--- src/shared/flash_ctrl_map.svh ---
// Purpose: register offsets, field positions, reset values and timing
//          figures of the flash self-programming controller
// Assumes: 32-bit AXI4-Lite register bus, 8-bit byte address
// Notes:   definitions only
`ifndef FLASH_CTRL_MAP_SVH
`define FLASH_CTRL_MAP_SVH

// register byte offsets
`define FC_ADDR_CTRL      8'h00
`define FC_ADDR_KEY       8'h04
`define FC_ADDR_PTR       8'h08
`define FC_ADDR_LATCH     8'h0c
`define FC_ADDR_TWR       8'h10
`define FC_ADDR_STAT      8'h14
`define FC_ADDR_W         8

// control register fields
`define FC_TGT_HI         1
`define FC_TGT_LO         0
`define FC_BIT_ERASE      2
`define FC_BIT_WRITE_ENABLE_BIT       3
`define FC_BIT_START      4
// status register fields
`define FC_BIT_ERR        0
`define FC_BIT_DONE       1
`define FC_BIT_IEN        2
// table write register field
`define FC_BIT_INC        0

// memory target encodings
`define FC_TGT_EE         2'b00
`define FC_TGT_PFM        2'b10
`define FC_TGT_CFG_BIT    0

// unlock keys
`define FC_KEY1           8'h55
`define FC_KEY2           8'haa

// pointer layout
`define FC_PTR_W          22
`define FC_PTR_SPACE_BIT  21
`define FC_ROW_LSB        6
`define FC_LATCH_AW       7
`define FC_PFM_BYTES      65536
`define FC_EE_BYTES       1024

// holding latch erased value
`define FC_BYTE_ERASED    8'hff

// bus answers
`define FC_RESP_OKAY      2'b00
`define FC_RESP_SLVERR    2'b10

// timing
`define FC_CLK_PERIOD_NS  50
`define FC_PROG_TIME_NS   2000000
`define FC_ERASE_TIME_NS  2000000
`define FC_KEY_GAP        4'h8
`define FC_GAP_W          4

`endif

--- src/shared/flash_ctrl_pkg.sv ---
// Purpose: types shared by the flash self-programming controller
// Assumes: nothing beyond the map header
// Notes:   encodings are left to the tools
package flash_ctrl_pkg;

  typedef logic [1:0] target_t;

  typedef enum logic [1:0] {
    OP_IDLE,
    OP_ERASE,
    OP_SCAN,
    OP_WAIT
  } op_state_t;

  typedef enum logic [1:0] {
    UNL_IDLE,
    UNL_KEY1,
    UNL_ARMED
  } unlock_state_t;

endpackage

--- src/rtl/flash_unlock_erase_write_ctrl.sv ---
// Purpose: program flash self-programming controller: key unlock, row
//          erase, holding latch commit, stall, completion and error flags
// Assumes: AXI4-Lite slave, 20 MHz ref_clk; irq_taken, debug_halt and
//          row_protected come from logic on ref_clk
// Notes:   flash array is outside; this block drives it with timed strobes
// Behaviour
// - erase, commit and other array writes need a completed unlock first
// - cpu stalls from accepted start until the operation finishes
// - steps must be consecutive; interrupt or debug halt cancels them
// - self erase unit is one 64-byte row; no word or bulk erase
// - row erase uses pointer bits 21 to 6, ignoring bits 5 to 0
// - erase is a long write ended by the internal programming timer
// - erase on a protected row skips, clears start, sets error
// - erase done clears start, sets done flag, interrupts if enabled
// - erase leaves holding latches and write enable alone
// - an operation cut short by warm reset sets the error flag; power-on reset clears it
// - start with pointer at an invalid address sets the error flag
// - flash is programmed only as a whole block from holding latches
// - latch loads ignore protection, are short, leave done flag alone
// - commit to protected or invalid address is dropped with error
// - commit done clears start, sets done, resets latches to ones
// - latches hold FFh after reset and commit; FFh bytes skip writing
// - target 00 is eeprom, 10 program flash, low bit 1 config space
// - firmware can set the start bit but only hardware clears it
// - the key register has no storage and reads as zero
// - start does nothing unless write enable is set
`timescale 1ns/1ns
`include "flash_ctrl_map.svh"
module flash_unlock_erase_write_ctrl #(
  parameter int PROG_CYCLES  = (`FC_PROG_TIME_NS + `FC_CLK_PERIOD_NS - 1)
                               / `FC_CLK_PERIOD_NS,
  parameter int ERASE_CYCLES = (`FC_ERASE_TIME_NS + `FC_CLK_PERIOD_NS - 1)
                               / `FC_CLK_PERIOD_NS,
  parameter int LATCH_AW     = `FC_LATCH_AW,
  parameter int PFM_BYTES    = `FC_PFM_BYTES,
  parameter int EE_BYTES     = `FC_EE_BYTES
) (
  input  wire logic                  ref_clk,
  input  wire logic                  arst_n,
  input  wire logic                  por_n,
  input  wire logic [`FC_ADDR_W-1:0] s_axi_awaddr,
  input  wire logic                  s_axi_awvalid,
  output logic                       s_axi_awready,
  input  wire logic [31:0]           s_axi_wdata,
  input  wire logic [3:0]            s_axi_wstrb,
  input  wire logic                  s_axi_wvalid,
  output logic                       s_axi_wready,
  output logic [1:0]                 s_axi_bresp,
  output logic                       s_axi_bvalid,
  input  wire logic                  s_axi_bready,
  input  wire logic [`FC_ADDR_W-1:0] s_axi_araddr,
  input  wire logic                  s_axi_arvalid,
  output logic                       s_axi_arready,
  output logic [31:0]                s_axi_rdata,
  output logic [1:0]                 s_axi_rresp,
  output logic                       s_axi_rvalid,
  input  wire logic                  s_axi_rready,
  input  wire logic                  irq_taken,
  input  wire logic                  debug_halt,
  input  wire logic                  row_protected,
  output logic                       cpu_stall,
  output logic                       nvm_irq,
  output logic                       array_erase,
  output logic                       array_wr,
  output logic [`FC_PTR_W-1:0]       array_addr,
  output logic [7:0]                 array_wdata,
  output flash_ctrl_pkg::target_t    array_target
);
  import flash_ctrl_pkg::*;

  localparam int TMR_W = $clog2(PROG_CYCLES + ERASE_CYCLES + 1) + 1;

  function automatic logic [`FC_ADDR_W-1:0] word_of(
    input logic [`FC_ADDR_W-1:0] a);
    return {a[`FC_ADDR_W-1:2], 2'b00};
  endfunction

  function automatic logic reg_hit(input logic [`FC_ADDR_W-1:0] a);
    logic [`FC_ADDR_W-1:0] w;
    w = word_of(a);
    return (w == `FC_ADDR_CTRL) || (w == `FC_ADDR_KEY) ||
           (w == `FC_ADDR_PTR)  || (w == `FC_ADDR_LATCH) ||
           (w == `FC_ADDR_TWR)  || (w == `FC_ADDR_STAT);
  endfunction

  function automatic logic addr_valid(input target_t t,
                                      input logic [`FC_PTR_W-1:0] p);
    if (t[`FC_TGT_CFG_BIT]) begin
      return p[`FC_PTR_SPACE_BIT];
    end else if (t == `FC_TGT_PFM) begin
      return !p[`FC_PTR_SPACE_BIT] && (32'(p) < PFM_BYTES);
    end else if (t == `FC_TGT_EE) begin
      return 32'(p) < EE_BYTES;
    end
    return 1'b0;
  endfunction

  // bus state
  logic [`FC_ADDR_W-1:0] aw_addr;
  logic [`FC_ADDR_W-1:0] ar_addr;
  logic [31:0]           w_data;
  logic [3:0]            w_strb;
  logic                  wr_go;
  logic                  rd_go;
  logic                  lane0;

  // registers and engine state
  target_t               target;
  logic                  erase_sel;
  logic                  write_enable_bit;
  logic                  busy;
  logic [`FC_PTR_W-1:0]  table_pointer;
  logic [7:0]            table_latch;
  logic                  nvm_done_flag;
  logic                  nvm_done_irq_enable;
  logic                  write_error_flag;
  logic                  inflight;
  logic                  started;
  unlock_state_t         unl;
  logic [`FC_GAP_W-1:0]  gap_cnt;
  op_state_t             op;
  logic [TMR_W-1:0]      timer;
  logic [LATCH_AW-1:0]   scan_idx;
  logic                  scan_issue;
  logic [LATCH_AW-1:0]   idx_d;
  logic                  data_valid;
  logic [7:0]            latch_rd;
  logic                  latch_clear;

  logic                  wr_ctrl;
  logic                  wr_key;
  logic                  wr_ptr;
  logic                  wr_latch;
  logic                  wr_twr;
  logic                  wr_stat;
  logic                  start_ok;
  logic                  start_bad;
  logic                  launch;
  logic                  reject;
  logic                  op_done;
  target_t               new_target;

  assign wr_go  = !s_axi_awready && !s_axi_wready && !s_axi_bvalid;
  assign rd_go  = !s_axi_arready && !s_axi_rvalid;
  assign lane0  = w_strb[0];
  assign wr_ctrl  = wr_go && lane0 && word_of(aw_addr) == `FC_ADDR_CTRL;
  assign wr_key   = wr_go && lane0 && word_of(aw_addr) == `FC_ADDR_KEY;
  assign wr_ptr   = wr_go && word_of(aw_addr) == `FC_ADDR_PTR;
  assign wr_latch = wr_go && lane0 && word_of(aw_addr) == `FC_ADDR_LATCH;
  assign wr_twr   = wr_go && lane0 && word_of(aw_addr) == `FC_ADDR_TWR;
  assign wr_stat  = wr_go && lane0 && word_of(aw_addr) == `FC_ADDR_STAT;
  assign new_target = w_data[`FC_TGT_HI:`FC_TGT_LO];

  // start counts only straight after the second key, with write enable
  // taken from the same write so one read-modify-write sets both
  assign start_ok = wr_ctrl && w_data[`FC_BIT_START]
                    && unl == UNL_ARMED
                    && w_data[`FC_BIT_WRITE_ENABLE_BIT]
                    && !busy && !irq_taken && !debug_halt;
  assign start_bad = !addr_valid(new_target, table_pointer)
                     || (new_target == `FC_TGT_PFM && row_protected);
  assign launch  = start_ok && !start_bad;
  assign reject  = start_ok && start_bad;
  assign op_done = (op == OP_ERASE || op == OP_WAIT) && timer == TMR_W'(1);

  // write address and data channels, taken in either order
  always_ff @(posedge ref_clk or negedge arst_n) begin
    if (!arst_n) begin
      s_axi_awready <= 1'b1;
      s_axi_wready  <= 1'b1;
      s_axi_bvalid  <= 1'b0;
      s_axi_bresp   <= `FC_RESP_OKAY;
      aw_addr       <= '0;
      w_data        <= '0;
      w_strb        <= '0;
    end else begin
      if (s_axi_awvalid && s_axi_awready) begin
        aw_addr       <= s_axi_awaddr;
        s_axi_awready <= 1'b0;
      end
      if (s_axi_wvalid && s_axi_wready) begin
        w_data       <= s_axi_wdata;
        w_strb       <= s_axi_wstrb;
        s_axi_wready <= 1'b0;
      end
      if (wr_go) begin
        s_axi_bvalid <= 1'b1;
        s_axi_bresp  <= reg_hit(aw_addr) ? `FC_RESP_OKAY : `FC_RESP_SLVERR;
      end else if (s_axi_bvalid && s_axi_bready) begin
        s_axi_bvalid  <= 1'b0;
        s_axi_awready <= 1'b1;
        s_axi_wready  <= 1'b1;
      end
    end
  end

  // read channel; the key register answers zero
  always_ff @(posedge ref_clk or negedge arst_n) begin
    if (!arst_n) begin
      s_axi_arready <= 1'b1;
      s_axi_rvalid  <= 1'b0;
      s_axi_rdata   <= '0;
      s_axi_rresp   <= `FC_RESP_OKAY;
      ar_addr       <= '0;
    end else begin
      if (s_axi_arvalid && s_axi_arready) begin
        ar_addr       <= s_axi_araddr;
        s_axi_arready <= 1'b0;
      end
      if (rd_go) begin
        s_axi_rvalid <= 1'b1;
        s_axi_rresp  <= reg_hit(ar_addr) ? `FC_RESP_OKAY : `FC_RESP_SLVERR;
        s_axi_rdata  <= '0;
        unique case (word_of(ar_addr))
          `FC_ADDR_CTRL: begin
            s_axi_rdata[`FC_TGT_HI:`FC_TGT_LO] <= target;
            s_axi_rdata[`FC_BIT_ERASE] <= erase_sel;
            s_axi_rdata[`FC_BIT_WRITE_ENABLE_BIT]  <= write_enable_bit;
            s_axi_rdata[`FC_BIT_START] <= busy;
          end
          `FC_ADDR_PTR:   s_axi_rdata[`FC_PTR_W-1:0] <= table_pointer;
          `FC_ADDR_LATCH: s_axi_rdata[7:0] <= table_latch;
          `FC_ADDR_STAT: begin
            s_axi_rdata[`FC_BIT_ERR]  <= write_error_flag;
            s_axi_rdata[`FC_BIT_DONE] <= nvm_done_flag;
            s_axi_rdata[`FC_BIT_IEN]  <= nvm_done_irq_enable;
          end
          default: s_axi_rdata <= '0;
        endcase
      end else if (s_axi_rvalid && s_axi_rready) begin
        s_axi_rvalid  <= 1'b0;
        s_axi_arready <= 1'b1;
      end
    end
  end

  // control fields; the start bit lives in busy and software cannot clear it
  always_ff @(posedge ref_clk or negedge arst_n) begin
    if (!arst_n) begin
      target           <= `FC_TGT_EE;
      erase_sel        <= 1'b0;
      write_enable_bit <= 1'b0;
    end else if (wr_ctrl) begin
      target           <= new_target;
      erase_sel        <= w_data[`FC_BIT_ERASE];
      write_enable_bit <= w_data[`FC_BIT_WRITE_ENABLE_BIT];
    end
  end

  // table pointer and latch; a table write may post-increment bits 20:0
  always_ff @(posedge ref_clk or negedge arst_n) begin
    if (!arst_n) begin
      table_pointer <= '0;
      table_latch   <= '0;
    end else begin
      if (wr_latch) begin
        table_latch <= w_data[7:0];
      end
      if (wr_ptr) begin
        // per-bit copy so the top byte keeps only the bits that exist
        for (int i = 0; i < `FC_PTR_W; i++) begin
          if (w_strb[i / 8]) begin
            table_pointer[i] <= w_data[i];
          end
        end
      end else if (wr_twr && !busy && w_data[`FC_BIT_INC]) begin
        table_pointer[`FC_PTR_SPACE_BIT-1:0] <=
          table_pointer[`FC_PTR_SPACE_BIT-1:0] + 1'b1;
      end
    end
  end

  // unlock tracker: 55h, AAh, start, each within the step window
  always_ff @(posedge ref_clk or negedge arst_n) begin
    if (!arst_n) begin
      unl     <= UNL_IDLE;
      gap_cnt <= '0;
    end else if (irq_taken || debug_halt) begin
      unl     <= UNL_IDLE;
      gap_cnt <= '0;
    end else if (wr_go) begin
      gap_cnt <= '0;
      if (wr_key && w_data[7:0] == `FC_KEY1 && unl == UNL_IDLE) begin
        unl <= UNL_KEY1;
      end else if (wr_key && w_data[7:0] == `FC_KEY2 && unl == UNL_KEY1) begin
        unl <= UNL_ARMED;
      end else begin
        unl <= UNL_IDLE;
      end
    end else if (unl != UNL_IDLE) begin
      if (gap_cnt == `FC_KEY_GAP) begin
        unl     <= UNL_IDLE;
        gap_cnt <= '0;
      end else begin
        gap_cnt <= gap_cnt + 1'b1;
      end
    end
  end

  // operation engine; erase only for program flash with erase selected
  always_ff @(posedge ref_clk or negedge arst_n) begin
    if (!arst_n) begin
      op           <= OP_IDLE;
      busy         <= 1'b0;
      timer        <= '0;
      array_target <= `FC_TGT_EE;
    end else begin
      unique case (op)
        OP_IDLE: begin
          if (launch) begin
            busy         <= 1'b1;
            array_target <= new_target;
            if (new_target == `FC_TGT_PFM && w_data[`FC_BIT_ERASE]) begin
              op    <= OP_ERASE;
              timer <= TMR_W'(ERASE_CYCLES);
            end else begin
              op <= OP_SCAN;
            end
          end
        end
        OP_ERASE, OP_WAIT: begin
          if (op_done) begin
            op   <= OP_IDLE;
            busy <= 1'b0;
          end else begin
            timer <= timer - 1'b1;
          end
        end
        OP_SCAN: begin
          if (data_valid && idx_d == '1) begin
            op    <= OP_WAIT;
            timer <= TMR_W'(PROG_CYCLES);
          end
        end
      endcase
    end
  end

  assign latch_clear = op_done && op == OP_WAIT;

  // latch walk: every holding byte is read in order, one a cycle
  always_ff @(posedge ref_clk or negedge arst_n) begin
    if (!arst_n) begin
      scan_idx   <= '0;
      scan_issue <= 1'b0;
      idx_d      <= '0;
      data_valid <= 1'b0;
    end else begin
      idx_d      <= scan_idx;
      data_valid <= scan_issue;
      if (launch) begin
        scan_idx   <= '0;
        scan_issue <= !(new_target == `FC_TGT_PFM && w_data[`FC_BIT_ERASE]);
      end else if (scan_issue) begin
        scan_idx   <= scan_idx + 1'b1;
        scan_issue <= scan_idx != '1;
      end
    end
  end

  holding_latch_mem #(
    .ADDR_W (LATCH_AW)
  ) u_latches (
    .clk       (ref_clk),
    .arst_n    (arst_n),
    .clear_all (latch_clear),
    .wr_en     (wr_twr && !busy),
    .wr_addr   (table_pointer[LATCH_AW-1:0]),
    .wr_data   (table_latch),
    .rd_addr   (scan_idx),
    .rd_data   (latch_rd)
  );

  // array strobes; erased-value bytes are skipped so the cell keeps its data
  always_ff @(posedge ref_clk or negedge arst_n) begin
    if (!arst_n) begin
      array_erase <= 1'b0;
      array_wr    <= 1'b0;
      array_addr  <= '0;
      array_wdata <= `FC_BYTE_ERASED;
    end else begin
      array_erase <= launch && new_target == `FC_TGT_PFM
                     && w_data[`FC_BIT_ERASE];
      array_wr    <= data_valid && latch_rd != `FC_BYTE_ERASED;
      if (launch) begin
        array_addr <= {table_pointer[`FC_PTR_W-1:`FC_ROW_LSB],
                       {`FC_ROW_LSB{1'b0}}};
      end else if (data_valid) begin
        array_addr  <= {table_pointer[`FC_PTR_W-1:LATCH_AW], idx_d};
        array_wdata <= latch_rd;
      end
    end
  end

  // done flag: hardware set wins over a same-cycle write-one-to-clear
  always_ff @(posedge ref_clk or negedge arst_n) begin
    if (!arst_n) begin
      nvm_done_flag       <= 1'b0;
      nvm_done_irq_enable <= 1'b0;
      nvm_irq             <= 1'b0;
      cpu_stall           <= 1'b0;
      started             <= 1'b0;
    end else begin
      started   <= 1'b1;
      cpu_stall <= launch || (busy && !op_done);
      if (op_done) begin
        nvm_done_flag <= 1'b1;
      end else if (wr_stat && w_data[`FC_BIT_DONE]) begin
        nvm_done_flag <= 1'b0;
      end
      if (wr_stat) begin
        nvm_done_irq_enable <= w_data[`FC_BIT_IEN];
      end
      nvm_irq <= nvm_done_flag && nvm_done_irq_enable;
    end
  end

  // error flag and in-flight marker survive a warm reset so that an
  // operation cut short by it is reported once the reset lets go
  always_ff @(posedge ref_clk or negedge por_n) begin
    if (!por_n) begin
      write_error_flag <= 1'b0;
      inflight         <= 1'b0;
    end else begin
      if (launch) begin
        inflight <= 1'b1;
      end else if (op_done || !started) begin
        inflight <= 1'b0;
      end
      if (reject || (!started && inflight)) begin
        write_error_flag <= 1'b1;
      end else if (op_done || (wr_stat && w_data[`FC_BIT_ERR])) begin
        write_error_flag <= 1'b0;
      end
    end
  end
endmodule

--- src/rtl/holding_latch_mem.sv ---
// Purpose: byte-wide holding latch block with one-cycle bulk reset to FFh
// Assumes: one write and one read port on the same clock
// Notes:   a written-flag per byte stands in for resetting the storage, so
//          the data array itself needs no reset and maps to plain RAM
`timescale 1ns/1ns
`include "flash_ctrl_map.svh"
module holding_latch_mem #(
  parameter int ADDR_W = `FC_LATCH_AW
) (
  input  wire logic              clk,
  input  wire logic              arst_n,
  input  wire logic              clear_all,
  input  wire logic              wr_en,
  input  wire logic [ADDR_W-1:0] wr_addr,
  input  wire logic [7:0]        wr_data,
  input  wire logic [ADDR_W-1:0] rd_addr,
  output logic      [7:0]        rd_data
);
  logic [7:0]           store [2**ADDR_W];
  logic [2**ADDR_W-1:0] written;

  always_ff @(posedge clk) begin
    if (wr_en) begin
      store[wr_addr] <= wr_data;
    end
  end

  always_ff @(posedge clk or negedge arst_n) begin
    if (!arst_n) begin
      written <= '0;
    end else if (clear_all) begin
      written <= '0;
    end else if (wr_en) begin
      written[wr_addr] <= 1'b1;
    end
  end

  // unwritten bytes read as erased, so reset and commit both leave FFh
  always_ff @(posedge clk or negedge arst_n) begin
    if (!arst_n) begin
      rd_data <= `FC_BYTE_ERASED;
    end else begin
      rd_data <= written[rd_addr] ? store[rd_addr] : `FC_BYTE_ERASED;
    end
  end
endmodule

--- config.mk ---
export PLATFORM = sky130hd
export DESIGN_NAME = flash_unlock_erase_write_ctrl
export DESIGN_NICKNAME = d
export VERILOG_FILES = /design/src/shared/flash_ctrl_pkg.sv /design/src/rtl/flash_unlock_erase_write_ctrl.sv /design/src/rtl/holding_latch_mem.sv
export VERILOG_INCLUDE_DIRS = /design/src /design/src/shared
export SDC_FILE = /design/constraint.sdc
export NUM_CORES = 2
export LEC_CHECK = 0
export ABC_AREA = 0
export CORE_AREA = 4 4 300 302
export CTS_CLUSTER_DIAMETER = 200
export CTS_CLUSTER_SIZE = 16
export DETAILED_ROUTE_END_ITERATION = 6
export DIE_AREA = 0 0 304 306
export DONT_BUFFER_PORTS = 1
export PLACE_DENSITY = 0.77
export SKIP_CTS_REPAIR_TIMING = 1
export SLEW_MARGIN = 15
export SYNTH_ARGS = -nofsm -noshare
export SYNTH_HDL_FRONTEND = slang
export SYNTH_SLANG_ARGS = --single-unit
--- constraint.sdc ---
create_clock -name ref_clk -period 4 [get_ports ref_clk]
set_clock_uncertainty 0.1 [all_clocks]
set_input_delay 0.8 -clock ref_clk [delete_from_list [all_inputs] [get_ports ref_clk]]
set_output_delay 0.8 -clock ref_clk [all_outputs]
set_load 0.1 [all_outputs]
* After elaboration in Yosys (flattened, before gate mapping) *
Memories as Yosys holds them, arrays and structs flattened.
Cells that the tools add are included.

storage, ports and cells
  bits in registers = 326
  memory bits (writable) = 1,024
  input port bits = 63
  output and inout bits = 77
  word-level logic and storage cells = 283
  memories = 1

memory list
  memory           depth  width  rd ports  clocked after memory_dff  wr ports  RTL line                 source
  u_latches.store  128    8      1         0                         1         holding_latch_mem.sv:19  logic [7:0] store [2**ADDR_W];

operators by class
  $add $sub $neg = 4
  order comparisons = 5
  equal/unequal tests = 31
  muxes and demuxes = 93
  bitwise logic cells = 2
  reductions and logical operators = 104

operators with widths
  cell                                                                             count
  128-bit 2-to-1 mux                                                               2
  128-bit OR                                                                       1
  18-bit 2-to-1 mux                                                                4
  1-bit 2-to-1 mux                                                                 55
  18-bit one-hot mux with 3 select lines                                           1
  1-bit logical AND                                                                44
  22-bit 2-to-1 mux                                                                2
  21-bit 2-to-1 mux                                                                2
  6-bit by 2-bit equality test with 1-bit output (second input constant)           4
  6-bit by 3-bit equality test with 1-bit output (second input constant)           4
  2-bit 2-to-1 mux                                                                 12
  22-bit by 11-bit less-than comparator with 1-bit output (second input constant)  1
  22-bit by 17-bit less-than comparator with 1-bit output (second input constant)  1
  2-bit nonzero test                                                               11
  21-bit by 1-bit adder with 21-bit output (second input constant)                 1
  18-bit by 1-bit equality test with 1-bit output (second input constant)          1
  18-bit by 1-bit subtractor with 18-bit output (second input constant)            1
  1-bit logical OR                                                                 17
  7-bit by 8-bit less-than comparator with 1-bit output (second input constant)    2
  4-bit 2-to-1 mux                                                                 4
  2-bit != test (second input constant)                                            8
  1-bit zero test                                                                  14
  14-bit 2-to-1 mux                                                                1
  7-bit 2-to-1 mux                                                                 2
  27 further kinds                                                                 44

* Logic depth before layout (Yosys ltp) *
  depth in word-level cells = 14
  gate-level depth with buffers = 11
  depth with buffers taken out = 8

* Modules after synthesis *
Synthesis repeated with hierarchy kept, for this count alone.

unflattened totals
  cell total of the unflattened synthesis = 3,057
  area total of the unflattened synthesis = 53,694.0 um^2

modules (own cells, without submodules)
  module                         instances  cells an instance  area an instance (um^2)  sequential area each (um^2)
  holding_latch_mem              1          2,273              45,068.2                 34,162.8
  flash_unlock_erase_write_ctrl  1          784                8,625.8                  4,618.2

* Least setup slack after synthesis *
OpenSTA, ideal clock, no wires.

  path kind = reg-to-reg
  start = reg s_axi_bvalid
  end = mem u_latches.store[80][0], enable pin
  setup time = 0.374 ns
  arrival time = 2.535 ns
  required time = 3.526 ns
  setup slack = 0.992 ns
  cell stages (with the launch flop) = 6
  buffers on the path = 0
  clock period less this slack = 3.008 ns
  cells stage by stage = dfrtp_1 nor3_1 nand4_1 nor3b_1 nand2_1 nor2_1

between the ends
  cells in the longest elaborated chain, start to end = 7

ends and longest elaborated chain
  item                                    RTL line                              source
  start, declared                         flash_unlock_erase_write_ctrl.sv:49   output logic s_axi_bvalid,
  start signal, assigned                  flash_unlock_erase_write_ctrl.sv:171  s_axi_bvalid <= 1'b0;
  start signal, assigned                  flash_unlock_erase_write_ctrl.sv:187  s_axi_bvalid <= 1'b1;
  start signal, assigned                  flash_unlock_erase_write_ctrl.sv:190  s_axi_bvalid <= 1'b0;
  1-bit zero test                         flash_unlock_erase_write_ctrl.sv:143  assign wr_go = !s_axi_awready && !s_axi_wready && !s_axi_bvalid;
  1-bit logical AND                       flash_unlock_erase_write_ctrl.sv:143
  1-bit logical AND                       flash_unlock_erase_write_ctrl.sv:150  assign wr_twr = wr_go && lane0 && word_of(aw_addr) == `FC_ADDR_TWR;
  1-bit logical AND (no line)             -
  1-bit logical AND                       flash_unlock_erase_write_ctrl.sv:367  .wr_en (wr_twr && !busy),
  1-bit 2-to-1 mux                        holding_latch_mem.sv:23               if (wr_en) begin
  1-bit 2-to-1 mux (implied by the code)  holding_latch_mem.sv:24               store[wr_addr] <= wr_data;
  end, declared                           holding_latch_mem.sv:19

No other way between the ends.

* Worst setup path in the final report *
  start = reg scan_idx[0]
  end = reg u_latches.rd_data[0]

between the ends
  cells in the longest elaborated chain, start to end = 3
  elaborated cells on any way between the ends = 4
  classes of those cells = mux (3); memory (1)

ends and longest elaborated chain
  item                                       RTL line                              source
  start, declared                            flash_unlock_erase_write_ctrl.sv:123  logic [LATCH_AW-1:0] scan_idx;
  start signal, assigned                     flash_unlock_erase_write_ctrl.sv:355  scan_idx <= scan_idx + 1'b1;
  1-bit binary-select mux with 7-bit select  holding_latch_mem.sv:43               rd_data <= written[rd_addr] ? store[rd_addr] : `FC_BYTE_ERASED;
  1-bit 2-to-1 mux (implied by the code)     holding_latch_mem.sv:43
  8-bit 2-to-1 mux (no line) *               -
  end signal, assigned                       holding_latch_mem.sv:41               rd_data <= `FC_BYTE_ERASED;
  end signal, assigned                       holding_latch_mem.sv:43
  end, declared                              holding_latch_mem.sv:17               output logic [7:0] rd_data

Mark *: on every way between the ends. The rest lies on a longest branch, timed or not. The select of a mux whose other input is x is not followed.
A chain may end at the register's enable or synchronous reset.

==> impl_metrics.tcl <==
set metrics [dict create \
    outcome "complete, but fails checks" \
    failed_checks "negative hold slack" \
    setup_viol 0 \
    grt_first_pass_wirelength_um 194000 \
    io_buffers 0 \
    fin_nets 3235 \
    drtIter0Drc 3845 \
    syn2layout_area_growth_pct 9.65 \
    numCtsBuffers 93 \
    rsz0062_at_grt "false" \
    drc 0 \
    tightest_slew_ps 1220 \
    ant_nets 0 \
    p_per_area_nw_per_um2 487 \
    critPathArrivalTime_ps 4140 \
    grt_max_degree 319 \
    mostFrequentLayoutCells "edfxtp_1, dfrtp_1, mux4_2" \
    grt_pass1_vias 30011 \
    hold_viol_final 299 \
    top_layer "met5" \
    whs_ps -279 \
    clkTransAtPathRegs_ps 70 \
    fin_tns_setup_ps 0 \
    insertion_delay_ps 680 \
    root_buffer "clkbuf_16" \
    dr_wl_met3_um 13300 \
    synth-edff-count 1024 \
    synth_top_area_cell "edfxtp_1" \
    synth_cells 3010 \
    track_usage_pct 27.6 \
    layout-drive-gt1-share_pct 22.4 \
    die_w_um 304 \
    syn_area_per_cell_sq_um 17.9 \
    crit_path_end_kind "register" \
    met2_length_um 62200 \
    pin_count 140 \
    maxCapViolCount 0 \
    dp_hpwl_um 80500 \
    yosysWarnings 0 \
    cts_sinks 1344 \
    yosysSeqAreaShare_pct 72.1 \
    synth.top_cell.area_share_pct 57.2 \
    ys.flop_type "edfxtp_1" \
    antenna_found_initial 4 \
    place.gp.congestion 0.911 \
    hold_class "in -> async" \
    grt-ovfl-total 0 \
    via_per_inst 6.70 \
    initial_core_util_pct 61.3 \
    finalNonFillerCells 4412 \
    required_ps 4490 \
    async_reset_ff_share_pct 23.8 \
    coreArea_sq_um 87700 \
    p_leak_uw 0.0219 \
    ys_types 79 \
    vias 29574 \
    max_freq_mhz 275 \
    worstPathMaxFanout 40 \
    firstDrtPassIters 6 \
    rows 109 \
    dpl.cell_count 4234 \
    wl_um 128000 \
    synthTopCellsByArea "edfxtp_1, dfrtp_1, mux4_2, mux2i_1, o21a_1" \
    cts_tree "done" \
    period_minus_slack_ps 3640 \
    slew_violations 0 \
    wl_per_cell_um 29.0 \
    relSlewSlack_pct 18.7 \
    peakVddDrop_v 0.000562 \
    fin_crit_sh_pct 91.1 \
    yosys_register_bits 1344 \
    dieArea_sq_um 93000 \
    htree_num_levels 3 \
    die_h_um 306 \
    wl_met1_um 48200 \
    critical_path_class "reg -> reg" \
    cts_max_path_buffers 3 \
    mostFrequentLayoutCell "edfxtp_1" \
    syn_area_sq_um 53800 \
    start_kind "register" \
]
## area by class of cell
class,instances,area (sq um)
fillers,5497,28700
diodes,4,10.0
multi-input cells,1472,13900
repair buffers,231,1930
flip-flops and latches,1344,38800
well taps,1165,1460
clock buffers,169,2660
clock inverters,3,48.8
inverters,24,92.6
## layer usage
layer  track usage [%]  vias to the layer above
met5                 0                        -
li1                  -                    12254
met1              39.8                    15321
met3              5.39                      275
met2              44.0                     1722
met4              8.47                        2
## critical path, cell delays in order, from the launching register on
cell and delay (ps):
dfrtp_4 850, buf_12 380, mux4_2 560, nand2_1 110, nand2_1 130, o311ai_0 850
a22oi_1 350, o21ai_0 190
## path summary, 6_finish.rpt
kind | end | cells past startpoint | from | slack (ps)
worst max-delay path | u_latches.rd_data[0] | 7 | scan_idx[0] | 360
worst min-delay path | s_axi_rdata[11] | 0 | arst_n | -280
worst max register to register | u_latches.rd_data[0] | 7 | scan_idx[0] | 360
worst min register to register | timer[17] | 1 | timer[17] | 390
max in group asynchronous | write_error_flag | 1 | por_n | 3410
min in group ref_clk | s_axi_awready | 1 | s_axi_awvalid | 90
## logic make-up (layout without fill, tap and decap cells)
logic type | after synthesis | count (layout) | share of synthesized area (%)
AO/OA/AOI/OAI | 458 | 458 | 5.96
XOR/XNOR | 7 | 7 | 0.114
adder cells (fa/ha/maj) | 6 | 6 | 0.140
buffers and inverters | 205 | 427 | 2.05
flip-flops | 1344 | 1344 | 72.1
multiplexers | 482 | 482 | 15.3
other | 2 | 17 | 0.0140
AND/OR/NAND/NOR | 506 | 506 | 4.31
## through the flow
stage | hold slack, ps | power [uW] | setup slack [ps] | area [sq um] | util (%)
4_1_cts | -320 | 28700 | 439 | 58900 | 67.2
5_1_grt | -323 | 29600 | 139 | 58900 | 67.2
6_report | -279 | 28700 | 358 | 58900 | 67.2
2_1_floorplan | 249 | 18800 | 992 | 53800 | -
3_3_place_gp | 367 | 19700 | 469 | 56200 | 64.1
3_5_place_dp | 372 | 19900 | 505 | 56200 | 64.1
## cell usage after synthesis (9+ instances only)
cell / n
o31ai_1: 10
nand3_1: 37
o221ai_1: 29
mux2i_1: 134
or3_1: 12
edfxtp_1: 1024
nor2b_1: 10
buf_4: 35
o21a_1: 131
buf_1: 9
a211oi_1: 13
nor3_1: 19
buf_6: 12
and3_1: 9
nand2_1: 135
dfrtp_1: 301
nor2_1: 213
buf_2: 44
nor4_1: 11
mux2_2: 87
nand4_1: 15
a21oi_1: 64
a221oi_1: 35
a31oi_1: 12
dfstp_2: 19
mux4_2: 257
inv_1: 22
o22ai_1: 11
clkbuf_1: 76
o21ai_0: 90
## registers in the layout (all words and copies together), names as in the netlist, 3 cells and up
| register | flops |
|---|---|
| ar_addr | 6 |
| array_addr | 22 |
| array_wdata | 8 |
| aw_addr | 6 |
| gap_cnt | 4 |
| idx_d | 7 |
| s_axi_rdata | 22 |
| scan_idx | 7 |
| table_latch | 8 |
| table_pointer | 22 |
| timer | 18 |
| u_latches.rd_data | 8 |
| u_latches.store | 1024 |
| u_latches.written | 128 |
| w_data | 22 |
| w_strb | 3 |
## power by group
group          internal [uW]  switching (uW)  total (uW)
Sequential             16600            1400       18000
Combinational            462            1230        1690
Clock                   4490            4520        9020
Note: power is estimated with default switching activity, not from simulation.
